**config.mk**
```make
export PLATFORM = sky130hd
export DESIGN_NAME = iena_ptp_framer
export DESIGN_NICKNAME = d
export VERILOG_FILES = /design/src/verilog/iena_pkg.sv /design/src/verilog/iena_ptp_framer.sv /design/src/verilog/ptp_offset_calc.sv
export SDC_FILE = /design/constraint.sdc
export NUM_CORES = 2
export LEC_CHECK = 0
export BUFFER_PORTS_ARGS = -buffer_cell sky130_fd_sc_hd__buf_2
export CAP_MARGIN = 20
export CORE_AREA = 2 2 322 324
export DETAILED_ROUTE_END_ITERATION = 12
export DIE_AREA = 0 0 324 326
export PLACE_DENSITY_LB_ADDON = 0.12
export SLEW_MARGIN = 30
export SYNTH_ARGS = -nofsm -noshare
export SYNTH_HDL_FRONTEND = slang
export SYNTH_HIERARCHICAL = 1
export SYNTH_SLANG_ARGS = --single-unit
```
**constraint.sdc**
```tcl
create_clock -name mclk -period 9 [get_ports mclk]
set_input_delay 1.8 -clock mclk [delete_from_list [all_inputs] [get_ports mclk]]
set_output_delay 1.8 -clock mclk [all_outputs]
set_load 0.01 [all_outputs]
```
**src/verilog/iena_pkg.sv**
```systemverilog
// Shared constants, types and register map of the telemetry framer and time slave.
package iena_pkg;

	// ------------------------------------------------------------
	// Timing
	// ------------------------------------------------------------
	localparam int unsigned CLK_PERIOD_NS = 40;
	localparam int unsigned TICK_PERIOD_NS = 1000;
	localparam int unsigned TICK_CYCLES = TICK_PERIOD_NS / CLK_PERIOD_NS;
	localparam logic [4:0] TICK_DIV_MAX = 5'(TICK_CYCLES - 1);

	// ------------------------------------------------------------
	// Packet definitions
	// ------------------------------------------------------------
	localparam int unsigned NUM_DEF = 4;
	localparam logic [15:0] TRAILER_RST = 16'hdead;
	localparam logic [15:0] STATUS_RSVD = 16'h0000;

	// ------------------------------------------------------------
	// Register map (byte offsets)
	// ------------------------------------------------------------
	localparam logic [7:0] OFS_CTRL = 8'h00;
	localparam logic [7:0] OFS_TRAILER = 8'h04;
	localparam logic [7:0] OFS_DEF0 = 8'h08;
	localparam logic [7:0] OFS_STATUS = 8'h18;
	localparam logic [7:0] OFS_DELAY = 8'h1c;
	localparam logic [7:0] OFS_OFFSET = 8'h20;
	localparam logic [7:0] OFS_TIME = 8'h24;
	localparam logic [7:0] OFS_DROPS = 8'h28;
	localparam int unsigned CTRL_EN_BIT = 0;
	localparam int unsigned CTRL_DREQ_BIT = 1;
	localparam logic CTRL_EN_RST = 1'b0;

	// ------------------------------------------------------------
	// Time message codes
	// ------------------------------------------------------------
	localparam logic [7:0] MSG_EVENT = 8'h01;
	localparam logic [7:0] MSG_GENERAL = 8'h02;
	localparam logic [7:0] CTL_SYNC = 8'h00;
	localparam logic [7:0] CTL_DREQ = 8'h01;
	localparam logic [7:0] CTL_FOLLOW = 8'h02;
	localparam logic [7:0] CTL_DRESP = 8'h03;
	localparam logic [7:0] CTL_MGMT = 8'h04;
	localparam int unsigned HDR_RSVD_BYTE = 36;
	localparam int unsigned HDR_RSVD_LEN = 4;
	localparam logic [2:0] DREQ_WORDS = 3'd7;

	// ------------------------------------------------------------
	// Carriers
	// ------------------------------------------------------------
	typedef struct packed {
		logic        valid;
		logic [1:0]  def;
		logic [15:0] word;
	} sample_t;

	typedef struct packed {
		logic        valid;
		logic        last;
		logic [15:0] word;
	} word16_t;

	typedef struct packed {
		logic                       valid;
		logic [7:0]                 msgType;
		logic [7:0]                 control;
		logic [15:0]                seqId;
		logic [8*HDR_RSVD_LEN-1:0]  rsvd;
		logic [47:0]                ts;
	} ptp_rx_t;

	typedef enum logic [3:0] {
		F_IDLE, F_KEY, F_SIZE, F_T2, F_T1, F_T0, F_STAT, F_SEQ, F_DATA, F_END
	} frame_state_t;

endpackage : iena_pkg

```
**src/verilog/iena_ptp_framer.sv**
```systemverilog
// Telemetry packet framer with register bus and time-sync slave message logic.
//
// Design decisions made here: the register addresses and register access over AHB-Lite.
`timescale 1ns/1ps
module iena_ptp_framer (
	input  wire logic               mclk,
	input  wire logic               arst_n,
	input  wire logic               hsel,
	input  wire logic [31:0]        haddr,
	input  wire logic [1:0]         htrans,
	input  wire logic               hwrite,
	input  wire logic [2:0]         hsize,
	input  wire logic [31:0]        hwdata,
	input  wire logic               hready,
	output logic [31:0]             hrdata,
	output logic                    hreadyout,
	output logic                    hresp,
	input  wire iena_pkg::sample_t  sampleIn,
	output logic                    sampleReady,
	output iena_pkg::word16_t       udpOut,
	input  wire logic               udpReady,
	input  wire iena_pkg::ptp_rx_t  ptpRx,
	output iena_pkg::word16_t       ptpTx,
	input  wire logic               ptpTxReady
);
	// ------------------------------------------------------------
	// Declarations
	// ------------------------------------------------------------
	logic                   wrPend_q;
	logic [7:0]             wrAddr_q;
	logic [31:0]            rdata_q;
	logic                   enable_q;
	logic                   dreqGo_q;
	logic [15:0]            trailer_q;
	logic [15:0]            defKey_q [iena_pkg::NUM_DEF];
	logic [15:0]            defLen_q [iena_pkg::NUM_DEF];
	logic [15:0]            seq_q [iena_pkg::NUM_DEF];
	logic [4:0]             div_q;
	logic [47:0]            time_q;
	iena_pkg::frame_state_t fState_q;
	logic [1:0]             def_q;
	logic [15:0]            key_q;
	logic [15:0]            len_q;
	logic [47:0]            stamp_q;
	logic [15:0]            cnt_q;
	logic                   canLoad;
	logic                   emitValid;
	logic                   emitLast;
	logic [15:0]            emitWord;
	logic                   txBusy_q;
	logic [2:0]             txIdx_q;
	logic [15:0]            txSeq_q;
	logic                   txCan;
	logic [15:0]            txWord;
	logic [47:0]            t1_q;
	logic [47:0]            t2_q;
	logic [47:0]            t3_q;
	logic [47:0]            t4_q;
	logic [15:0]            syncSeq_q;
	logic                   calcGo_q;
	logic                   calcValid_q;
	logic [15:0]            drops_q;
	logic                   rxOk;
	logic signed [47:0]     delay;
	logic signed [47:0]     offset;
	logic                   calcDone;
	logic                   addrPhase;
	logic                   wrDef;

	// ------------------------------------------------------------
	// Helpers
	// ------------------------------------------------------------
	function automatic logic isDef(input logic [7:0] a);
		isDef = (a >= iena_pkg::OFS_DEF0) && (a < iena_pkg::OFS_STATUS);
	endfunction : isDef

	function automatic logic [1:0] defIdx(input logic [7:0] a);
		logic [7:0] d;
		d = a - iena_pkg::OFS_DEF0;
		defIdx = d[3:2];
	endfunction : defIdx

	// ------------------------------------------------------------
	// Bus slave: zero wait states, always OKAY
	// ------------------------------------------------------------
	assign hreadyout = 1'b1;
	assign hresp = 1'b0;
	assign hrdata = rdata_q;
	assign addrPhase = hsel && htrans[1] && hready;
	assign wrDef = wrPend_q && isDef(wrAddr_q);

	always_ff @(posedge mclk or negedge arst_n) begin
		if (!arst_n) begin
			wrPend_q <= 1'b0;
			wrAddr_q <= 8'h00;
		end else begin
			wrPend_q <= addrPhase && hwrite;
			if (addrPhase)
				wrAddr_q <= {haddr[7:2], 2'b00};
		end
	end

	always_ff @(posedge mclk or negedge arst_n) begin
		if (!arst_n) begin
			rdata_q <= 32'h0000_0000;
		end else if (addrPhase && !hwrite) begin
			rdata_q <= 32'h0000_0000;
			if (isDef({haddr[7:2], 2'b00}))
				rdata_q <= {defLen_q[defIdx(haddr[7:0])], defKey_q[defIdx(haddr[7:0])]};
			else
				case ({haddr[7:2], 2'b00})
					iena_pkg::OFS_CTRL: rdata_q <= {31'h0000_0000, enable_q};
					iena_pkg::OFS_TRAILER: rdata_q <= {16'h0000, trailer_q};
					iena_pkg::OFS_STATUS: rdata_q <= {29'h0000_0000, calcValid_q, txBusy_q,
						fState_q != iena_pkg::F_IDLE};
					iena_pkg::OFS_DELAY: rdata_q <= delay[31:0];
					iena_pkg::OFS_OFFSET: rdata_q <= offset[31:0];
					iena_pkg::OFS_TIME: rdata_q <= time_q[31:0];
					iena_pkg::OFS_DROPS: rdata_q <= {16'h0000, drops_q};
					default: rdata_q <= 32'h0000_0000;
				endcase
		end
	end

	always_ff @(posedge mclk or negedge arst_n) begin
		if (!arst_n) begin
			enable_q <= iena_pkg::CTRL_EN_RST;
			dreqGo_q <= 1'b0;
			trailer_q <= iena_pkg::TRAILER_RST;
		end else begin
			dreqGo_q <= 1'b0;
			if (wrPend_q && wrAddr_q == iena_pkg::OFS_CTRL) begin
				enable_q <= hwdata[iena_pkg::CTRL_EN_BIT];
				dreqGo_q <= hwdata[iena_pkg::CTRL_DREQ_BIT];
			end
			// One trailer for every definition; read live at each trailer slot.
			if (wrPend_q && wrAddr_q == iena_pkg::OFS_TRAILER)
				trailer_q <= hwdata[15:0];
		end
	end

	always_ff @(posedge mclk or negedge arst_n) begin
		if (!arst_n) begin
			for (int i = 0; i < iena_pkg::NUM_DEF; i++) begin
				defKey_q[i] <= 16'h0000;
				defLen_q[i] <= 16'h0000;
			end
		end else if (wrDef) begin
			defKey_q[defIdx(wrAddr_q)] <= hwdata[15:0];
			defLen_q[defIdx(wrAddr_q)] <= hwdata[31:16];
		end
	end

	// ------------------------------------------------------------
	// Microsecond timebase
	// ------------------------------------------------------------
	always_ff @(posedge mclk or negedge arst_n) begin
		if (!arst_n) begin
			div_q <= 5'h00;
			time_q <= 48'h0000_0000_0000;
		end else if (div_q == iena_pkg::TICK_DIV_MAX) begin
			div_q <= 5'h00;
			time_q <= time_q + 48'h0000_0000_0001;
		end else begin
			div_q <= div_q + 5'h01;
		end
	end

	// ------------------------------------------------------------
	// Packet framer
	// ------------------------------------------------------------
	assign canLoad = !udpOut.valid || udpReady;
	assign sampleReady = canLoad && sampleIn.valid && fState_q == iena_pkg::F_DATA;

	always_comb begin
		emitValid = 1'b1;
		emitLast = 1'b0;
		emitWord = 16'h0000;
		case (fState_q)
			iena_pkg::F_KEY: emitWord = key_q;
			iena_pkg::F_SIZE: emitWord = len_q;
			iena_pkg::F_T2: emitWord = stamp_q[47:32];
			iena_pkg::F_T1: emitWord = stamp_q[31:16];
			iena_pkg::F_T0: emitWord = stamp_q[15:0];
			iena_pkg::F_STAT: emitWord = iena_pkg::STATUS_RSVD;
			iena_pkg::F_SEQ: emitWord = seq_q[def_q];
			iena_pkg::F_DATA: begin
				emitWord = sampleIn.word;
				emitValid = sampleIn.valid;
			end
			iena_pkg::F_END: begin
				emitWord = trailer_q;
				emitLast = 1'b1;
			end
			default: emitValid = 1'b0;
		endcase
	end

	// Key and size are snapshotted so a definition rewrite cannot change them mid-packet.
	always_ff @(posedge mclk or negedge arst_n) begin
		if (!arst_n) begin
			fState_q <= iena_pkg::F_IDLE;
			def_q <= 2'b00;
			key_q <= 16'h0000;
			len_q <= 16'h0000;
			stamp_q <= 48'h0000_0000_0000;
			cnt_q <= 16'h0000;
		end else begin
			case (fState_q)
				iena_pkg::F_IDLE:
					if (enable_q && sampleIn.valid) begin
						def_q <= sampleIn.def;
						key_q <= defKey_q[sampleIn.def];
						len_q <= defLen_q[sampleIn.def];
						stamp_q <= time_q;
						cnt_q <= 16'h0000;
						fState_q <= iena_pkg::F_KEY;
					end
				iena_pkg::F_KEY: if (canLoad) fState_q <= iena_pkg::F_SIZE;
				iena_pkg::F_SIZE: if (canLoad) fState_q <= iena_pkg::F_T2;
				iena_pkg::F_T2: if (canLoad) fState_q <= iena_pkg::F_T1;
				iena_pkg::F_T1: if (canLoad) fState_q <= iena_pkg::F_T0;
				iena_pkg::F_T0: if (canLoad) fState_q <= iena_pkg::F_STAT;
				iena_pkg::F_STAT: if (canLoad) fState_q <= iena_pkg::F_SEQ;
				iena_pkg::F_SEQ:
					if (canLoad)
						fState_q <= (len_q == 16'h0000) ? iena_pkg::F_END : iena_pkg::F_DATA;
				iena_pkg::F_DATA:
					if (canLoad && sampleIn.valid) begin
						cnt_q <= cnt_q + 16'h0001;
						if (cnt_q == len_q - 16'h0001)
							fState_q <= iena_pkg::F_END;
					end
				iena_pkg::F_END: if (canLoad) fState_q <= iena_pkg::F_IDLE;
				default: fState_q <= iena_pkg::F_IDLE;
			endcase
		end
	end

	always_ff @(posedge mclk or negedge arst_n) begin
		if (!arst_n) begin
			for (int i = 0; i < iena_pkg::NUM_DEF; i++)
				seq_q[i] <= 16'h0000;
		end else if (fState_q == iena_pkg::F_END && canLoad) begin
			seq_q[def_q] <= seq_q[def_q] + 16'h0001;
		end else if (wrDef) begin
			seq_q[defIdx(wrAddr_q)] <= 16'h0000;
		end
	end

	always_ff @(posedge mclk or negedge arst_n) begin
		if (!arst_n) begin
			udpOut <= '0;
		end else if (canLoad) begin
			udpOut.valid <= emitValid;
			udpOut.last <= emitLast;
			udpOut.word <= emitWord;
		end
	end

	// ------------------------------------------------------------
	// Delay request transmitter
	// ------------------------------------------------------------
	assign txCan = !ptpTx.valid || ptpTxReady;

	always_comb begin
		case (txIdx_q)
			3'd0: txWord = {iena_pkg::MSG_EVENT, iena_pkg::CTL_DREQ};
			3'd1: txWord = txSeq_q;
			3'd4: txWord = t3_q[47:32];
			3'd5: txWord = t3_q[31:16];
			3'd6: txWord = t3_q[15:0];
			default: txWord = 16'h0000;
		endcase
	end

	always_ff @(posedge mclk or negedge arst_n) begin
		if (!arst_n) begin
			txBusy_q <= 1'b0;
			txIdx_q <= 3'd0;
			txSeq_q <= 16'h0000;
			t3_q <= 48'h0000_0000_0000;
			ptpTx <= '0;
		end else begin
			if (txCan) begin
				ptpTx.valid <= txBusy_q;
				ptpTx.last <= txIdx_q == iena_pkg::DREQ_WORDS - 3'd1;
				ptpTx.word <= txWord;
			end
			if (!txBusy_q && dreqGo_q) begin
				txBusy_q <= 1'b1;
				txIdx_q <= 3'd0;
				t3_q <= time_q;
			end else if (txBusy_q && txCan) begin
				txIdx_q <= txIdx_q + 3'd1;
				if (txIdx_q == iena_pkg::DREQ_WORDS - 3'd1) begin
					txBusy_q <= 1'b0;
					txSeq_q <= txSeq_q + 16'h0001;
				end
			end
		end
	end

	// ------------------------------------------------------------
	// Received time messages
	// ------------------------------------------------------------
	assign rxOk = ptpRx.valid && ptpRx.rsvd == '0 &&
		ptpRx.msgType == (ptpRx.control == iena_pkg::CTL_SYNC ||
		ptpRx.control == iena_pkg::CTL_DREQ ? iena_pkg::MSG_EVENT : iena_pkg::MSG_GENERAL);

	always_ff @(posedge mclk or negedge arst_n) begin
		if (!arst_n) begin
			t1_q <= 48'h0000_0000_0000;
			t2_q <= 48'h0000_0000_0000;
			t4_q <= 48'h0000_0000_0000;
			syncSeq_q <= 16'h0000;
			calcGo_q <= 1'b0;
			drops_q <= 16'h0000;
		end else begin
			calcGo_q <= 1'b0;
			if (ptpRx.valid && !rxOk)
				drops_q <= drops_q + 16'h0001;
			if (rxOk)
				case (ptpRx.control)
					iena_pkg::CTL_SYNC: begin
						t1_q <= ptpRx.ts;
						t2_q <= time_q;
						syncSeq_q <= ptpRx.seqId;
					end
					iena_pkg::CTL_FOLLOW:
						if (ptpRx.seqId == syncSeq_q)
							t1_q <= ptpRx.ts;
					iena_pkg::CTL_DRESP:
						if (ptpRx.seqId == txSeq_q - 16'h0001) begin
							t4_q <= ptpRx.ts;
							calcGo_q <= 1'b1;
						end
					default: ;
				endcase
		end
	end

	always_ff @(posedge mclk or negedge arst_n) begin
		if (!arst_n)
			calcValid_q <= 1'b0;
		else if (calcDone)
			calcValid_q <= 1'b1;
	end

	ptp_offset_calc offsetCalc (
		.mclk   (mclk),
		.arst_n (arst_n),
		.start  (calcGo_q),
		.t1     (t1_q),
		.t2     (t2_q),
		.t3     (t3_q),
		.t4     (t4_q),
		.delay  (delay),
		.offset (offset),
		.done   (calcDone)
	);
endmodule : iena_ptp_framer

```
**src/verilog/ptp_offset_calc.sv**
```systemverilog
// Path delay and clock offset from one four-timestamp exchange.
`timescale 1ns/1ps
module ptp_offset_calc (
	input  wire logic               mclk,
	input  wire logic               arst_n,
	input  wire logic               start,
	input  wire logic [47:0]        t1,
	input  wire logic [47:0]        t2,
	input  wire logic [47:0]        t3,
	input  wire logic [47:0]        t4,
	output logic signed [47:0]      delay,
	output logic signed [47:0]      offset,
	output logic                    done
);
	logic signed [47:0] fwd;
	logic signed [47:0] back;
	logic signed [48:0] sum;
	logic signed [47:0] half;

	// Symmetric path: delay is half the round trip without the slave's dwell.
	assign fwd = t2 - t1;
	assign back = t4 - t3;
	assign sum = {fwd[47], fwd} + {back[47], back};
	assign half = sum[48:1];

	always_ff @(posedge mclk or negedge arst_n) begin
		if (!arst_n) begin
			delay <= '0;
			offset <= '0;
			done <= 1'b0;
		end else begin
			done <= start;
			if (start) begin
				delay <= half;
				offset <= fwd - half;
			end
		end
	end
endmodule : ptp_offset_calc
```
# [Yosys cells after proc, flatten, opt, wreduce, memory -nomap -nowiden]
# Cells that the tools add are included.
[totals] ff_bits=706 inputBits=208 out_inout_bits=71 word_cells=227
[op_classes] n_addsub=15 n_lt_le_gt_ge=10 eq_ne=40 mux=59 bitwise=7 n_reduce_logical=50
[op_table] op="two-way mux 16 bit" n=14
[op_table] op="case mux 32 bit (7 select lines)" n=1
[op_table] op="bitwise mux 64 bit" n=3
[op_table] op="binary-select mux 16 bit (select 2 bit)" n=5
[op_table] op="two-way mux 64 bit" n=2
[op_table] op="case mux 16 bit (8 select lines)" n=1
[op_table] op="case mux 16 bit (5 select lines)" n=1
[op_table] op="case mux 33 bit (2 select lines)" n=1
[op_table] op="subtractor 33 bit" n=2
[op_table] op="adder 16 x 1 -> 16 bit (second input constant)" n=4
[op_table] op="bitwise AND 64 bit" n=1
[op_table] op="demux 16 bit (select 2 bit)" n=2
[op_table] op="NOT 64 bit" n=1
[op_table] op="adder 48 x 1 -> 48 bit (second input constant)" n=1
[op_table] op="equality test 16 bit" n=3
[op_table] op="two-way mux 4 bit" n=11
[op_table] op="case mux 4 bit (10 select lines)" n=1
[op_table] op="adder 33 bit" n=1
[op_table] op="two-way mux 33 bit" n=1
[op_table] op="logical NOT 32 bit" n=1
[op_table] op="two-way mux 32 bit" n=1
[op_table] op="case mux 16 bit (2 select lines)" n=1
[op_table] op="subtractor 16 x 1 -> 16 bit (second input constant)" n=2
[op_table] op="subtractor 32 bit" n=1
[op_table] op="43 further kinds" n=119

# [Logic depth before layout (Yosys ltp)]
[depth] word_depth=10 mapped_depth=39 mapped_depth_nobuf=39

# [Cells and area by module]
# The synthesis kept the hierarchy.
[modules_own_cells] module="iena_ptp_framer" n_inst=1 cells_per_inst=2701 area_per_inst_um2=32088.3 seq_area_each_um2=17180.2
[modules_own_cells] module="ptp_offset_calc" n_inst=1 cells_per_inst=1714 area_per_inst_um2=13525.5 seq_area_each_um2=2427.3

# [Least setup slack after synthesis]
# OpenSTA, ideal clock, no wires.
[synth_timing] path_type="reg-to-reg" start="register t3_q[1]" end="register, netlist name offsetCalc/offset[37]" setup_ns=0.125 arrival_time_ns=7.041 required_time_ns=8.875 setup_slack_ns=1.834 stages_incl_launch_ff=42 n_path_buf=0 period_less_slack_ns=7.166 cell_sequence="dfrtp_1 -> inv_1 -> ha_1 -> nor2b_1 -> o31a_1 -> o21ai_1 -> a21oi_1 -> or2_1 -> and2_1 -> o21ai_0 -> nand2b_1 -> a21o_1 -> a21oi_1 -> o21bai_1 -> a21oi_1 -> xnor2_1 -> ha_1 -> a21oi_1 -> (+6 left out) -> a21oi_1 -> o21bai_1 -> a21o_1 -> a21oi_1 -> xor2_1 -> ha_1 -> nor2b_1 -> o21ai_0 -> nand2b_1 -> a21o_1 -> a21oi_1 -> o21bai_1 -> a21oi_1 -> a311oi_2 -> a211o_1 -> a21oi_2 -> xnor2_1 -> mux2_2"
[synth_rtl] element="from (decl)" line_no="iena_ptp_framer.sv:57" rtl="logic [47:0] t3_q;"
[synth_rtl] element="from (signal assigned)" line_no="iena_ptp_framer.sv:293" rtl="t3_q <= time_q;"

# [Final worst setup path]
[layout_timing] start="register t3_q[1]" end="register offsetCalc.offset[31]"
[layout_between] elab_chain_len=3
[layout_lines] element="subtractor 33 bit" line_no="ptp_offset_calc.sv:22" rtl="assign back = t4 - t3;"
[layout_lines] element="adder 33 bit" line_no="ptp_offset_calc.sv:23" rtl="assign sum = {fwd[47], fwd} + {back[47], back};"
[layout_lines] element="subtractor 32 bit" line_no="ptp_offset_calc.sv:35" rtl="offset <= fwd - half;"
[layout_lines] element="to (signal assigned)" line_no="ptp_offset_calc.sv:35"
[layout_lines] element="to (decl)" line_no="ptp_offset_calc.sv:12" rtl="output logic signed [47:0] offset,"
# No other way between the ends.
# A chain may end at the register's enable or synchronous reset.

==> summary.txt <==
outcome - finished clean
Die Wd - 324 um
Critical Path Start - t3_q[1]$_DFFE_PN0P_
# DRC - 0
Switching Fraction - 0.300
R2R Setup Slk - 1430 ps
largest net degree at the start of global routing - 153
WP data arrival - 8110 ps
CORE AREA - 103000 sq um
r2r endpoint - offsetCalc/offset[31]$_DFFE_PN0P_
GRT overflow - 0
combinational power share - 0.169
final HPWL from detailed placement - 90900 um
port buffer count - 231
worst vdd ir - 0.169 mV
final clock skew - 33.5 ps
setup TNS - 0 ps
Largest stage delay, worst path - 420 ps
Synth Net Count - 4069
fin crit period - 7570 ps
drt total wl - 126000 um
row count - 118
setup violators final - 0
worst skew pair latency - 670 ps
first-pass GRT wire length - 188000 um
worst-margin pin slew - 1020 ps
CTS Buf Count - 85
unrepaired setup endpoints after global routing - false
final instance area - 44700 sq um
Hold Path Class - reg -> reg
TritonRoute pass-1 iters - 6
fill cell count - 9853
CTS resizes - 0
design internal power - 6.17 mW
initial antenna violation count - 16
largest fanout on the critical path - 5
leakage power - 20.9 nW
nets - 4229
Via-to-Cell Ratio - 5.51
GPL Wtd Cong - 0.906
syn_area_per_cell - 10.5 sq um
post-synthesis cell count - 3715
Fmax achieved - 132 MHz
R2R cell count - 39
CP Capture Type - flip-flop
CTS tree - done
area delta synth->final - 14.1%
Synth Cell Area - 39200 sq um
Critical Setup Path Class - reg -> reg
proportion of layout cells with a drive suffix above 1 - 0.228
Die Span Y - 326 um
postcts setup bufs - 0
I/O pin count - 279
multi-input logic area - 20300 sq um
Critical Path End - offsetCalc/offset[31]$_DFFE_PN0P_
Clk pwr share - 0.408
Post-DRT Antenna Nets - 0
YS warnings - 6
CP most frequent cell - a21oi_1
clock root buffer master - clkbuf_16
sw power - 2.64 mW
hold buffer count at CTS - 0
Total GRT Usage - 0.238
CTS H-tree depth - 3
Reg power frac - 0.423
worst r2r src - t3_q[1]$_DFFE_PN0P_
Slew Viols, Final - 0
via count - 29400
maximum buffer depth of the clock tree - 3
P per Cell Area - 197 nW/um^2
Final Hold Fails - 0
Max-Cap Viols - 0
die area - 106000 sq um
Clock Pin Slew Worst Setup and Hold Paths - 60 ps
critical path's slowest cell - dfrtp_1
DR WL/cell - 23.6 um
vias in the first global route - 29200
initial core utilization - 0.382
Area after DPL - 41800 sq um
Worst Path Required - 9540 ps
Initial DRC Count - 2556
Setup crit start kind - flip-flop
clk sinks - 706
Sequential Area - 17700 sq um
Max-slew headroom - 0.318
fin crit share - 0.841
==> how the worst min path moves through the flow <==
stage / start / endpoint / slack [ps] / cells past startpoint
after floorplan: calcGo_q$_DFF_PN0_ / offsetCalc/done$_DFF_PN0_ / 350 / 0
after global placement: offsetCalc/done$_DFF_PN0_ / calcValid_q$_DFFE_PN0P_ / 410 / 1
after detailed placement: offsetCalc/done$_DFF_PN0_ / calcValid_q$_DFFE_PN0P_ / 410 / 1
after CTS: offsetCalc/done$_DFF_PN0_ / calcValid_q$_DFFE_PN0P_ / 430 / 1
after global routing: offsetCalc/done$_DFF_PN0_ / calcValid_q$_DFFE_PN0P_ / 450 / 1
final: offsetCalc/done$_DFF_PN0_ / calcValid_q$_DFFE_PN0P_ / 430 / 1
==> cell usage in the layout (no fill, tap or decap), types with 14 or more instances in the layout <==
cell,count
a222oi_1,36
nor2_1,122
or3_1,19
o21ai_0,217
clkbuf_8,15
o21bai_1,18
and4_1,14
buf_2,229
o21a_1,25
nand4_1,47
and3_1,32
ha_1,142
a22oi_1,37
buf_4,43
clkbuf_1,16
nand2b_1,34
dfrtp_1,694
clkbuf_16,89
nor4_1,25
o2bb2ai_1,19
and2_1,19
nand2_1,516
xor2_1,105
nor3_1,41
a21o_1,64
mux4_2,80
inv_1,124
a221oi_1,29
xnor2_1,149
nor2b_1,43
mux2_2,336
a21oi_1,167
mux2i_1,27
clkinv_2,16
a211oi_1,24
a22o_1,26
nand3_1,81
==> sequential cells by signal, indices dropped and copies added, names as in the netlist, 18 cells and up <==
signal             count
ptpTx                 18
stamp_q               48
udpOut                18
t4_q                  33
t3_q                  48
defLen_q              64
offsetCalc/delay      32
hrdata                32
offsetCalc/offset     32
t2_q                  33
t1_q                  33
time_q                48
seq_q                 64
defKey_q              64
==> critical path, delay by kind of cell, from the launching register on <==
kind / cells / cell delay (ps)
adders and majority gates: 3 / 990
muxes: 1 / 250
DFF: 1 / 420
AOI/OAI and AO/OA: 19 / 3730
xor gates and xnor gates: 3 / 370
buffers and inverters: 1 / 70
and+or+nand+nor: 12 / 1610
==> cell type report <==
cell class | instances | area share
inverter | 125 | 0.0106
timing repair buffer | 277 | 0.0350
multi-input combinational | 2680 | 0.455
sequential | 706 | 0.396
antenna | 5 | 0.000280
clock buffer | 120 | 0.0558
tap | 1380 | 0.0386
clock inverter | 33 | 0.00918
==> power by group through the flow <==
stage	Sequential, mW	Clock [mW]	Combinational, mW
2_1_floorplan	3.60	0	1.06
3_3_place_gp	3.77	0	1.49
3_5_place_dp	3.78	0	1.49
4_1_cts	3.72	3.69	1.50
5_1_grt	3.76	3.81	1.65
6_report	3.73	3.60	1.49
==> layer usage <==
| layer | GRT usage | routed length (um) |
|---|---|---|
| met1 | 0.320 | 54600 |
| met2 | 0.381 | 58900 |
| met3 | 0.0549 | 8610 |
| met4 | 0.0757 | 3650 |
| met5 | 0 | 69 |
==> stage by stage <==
stage | power, mW | utilization | hold slack (ps) | std cells | setup WS, ps
final | 8.82 | 0.436 | 428 | 5326 | 1430
after global routing | 9.22 | 0.436 | 446 | 5324 | 807
after CTS | 8.90 | 0.435 | 428 | 5321 | 1480
after detailed placement | 5.27 | 0.407 | 414 | 5168 | 1570
after global placement | 5.26 | 0.407 | 414 | 5168 | 1560
after floorplan | 4.65 | - | 352 | 3715 | 2420
No activity file was read; power rests on OpenSTA's default activity.
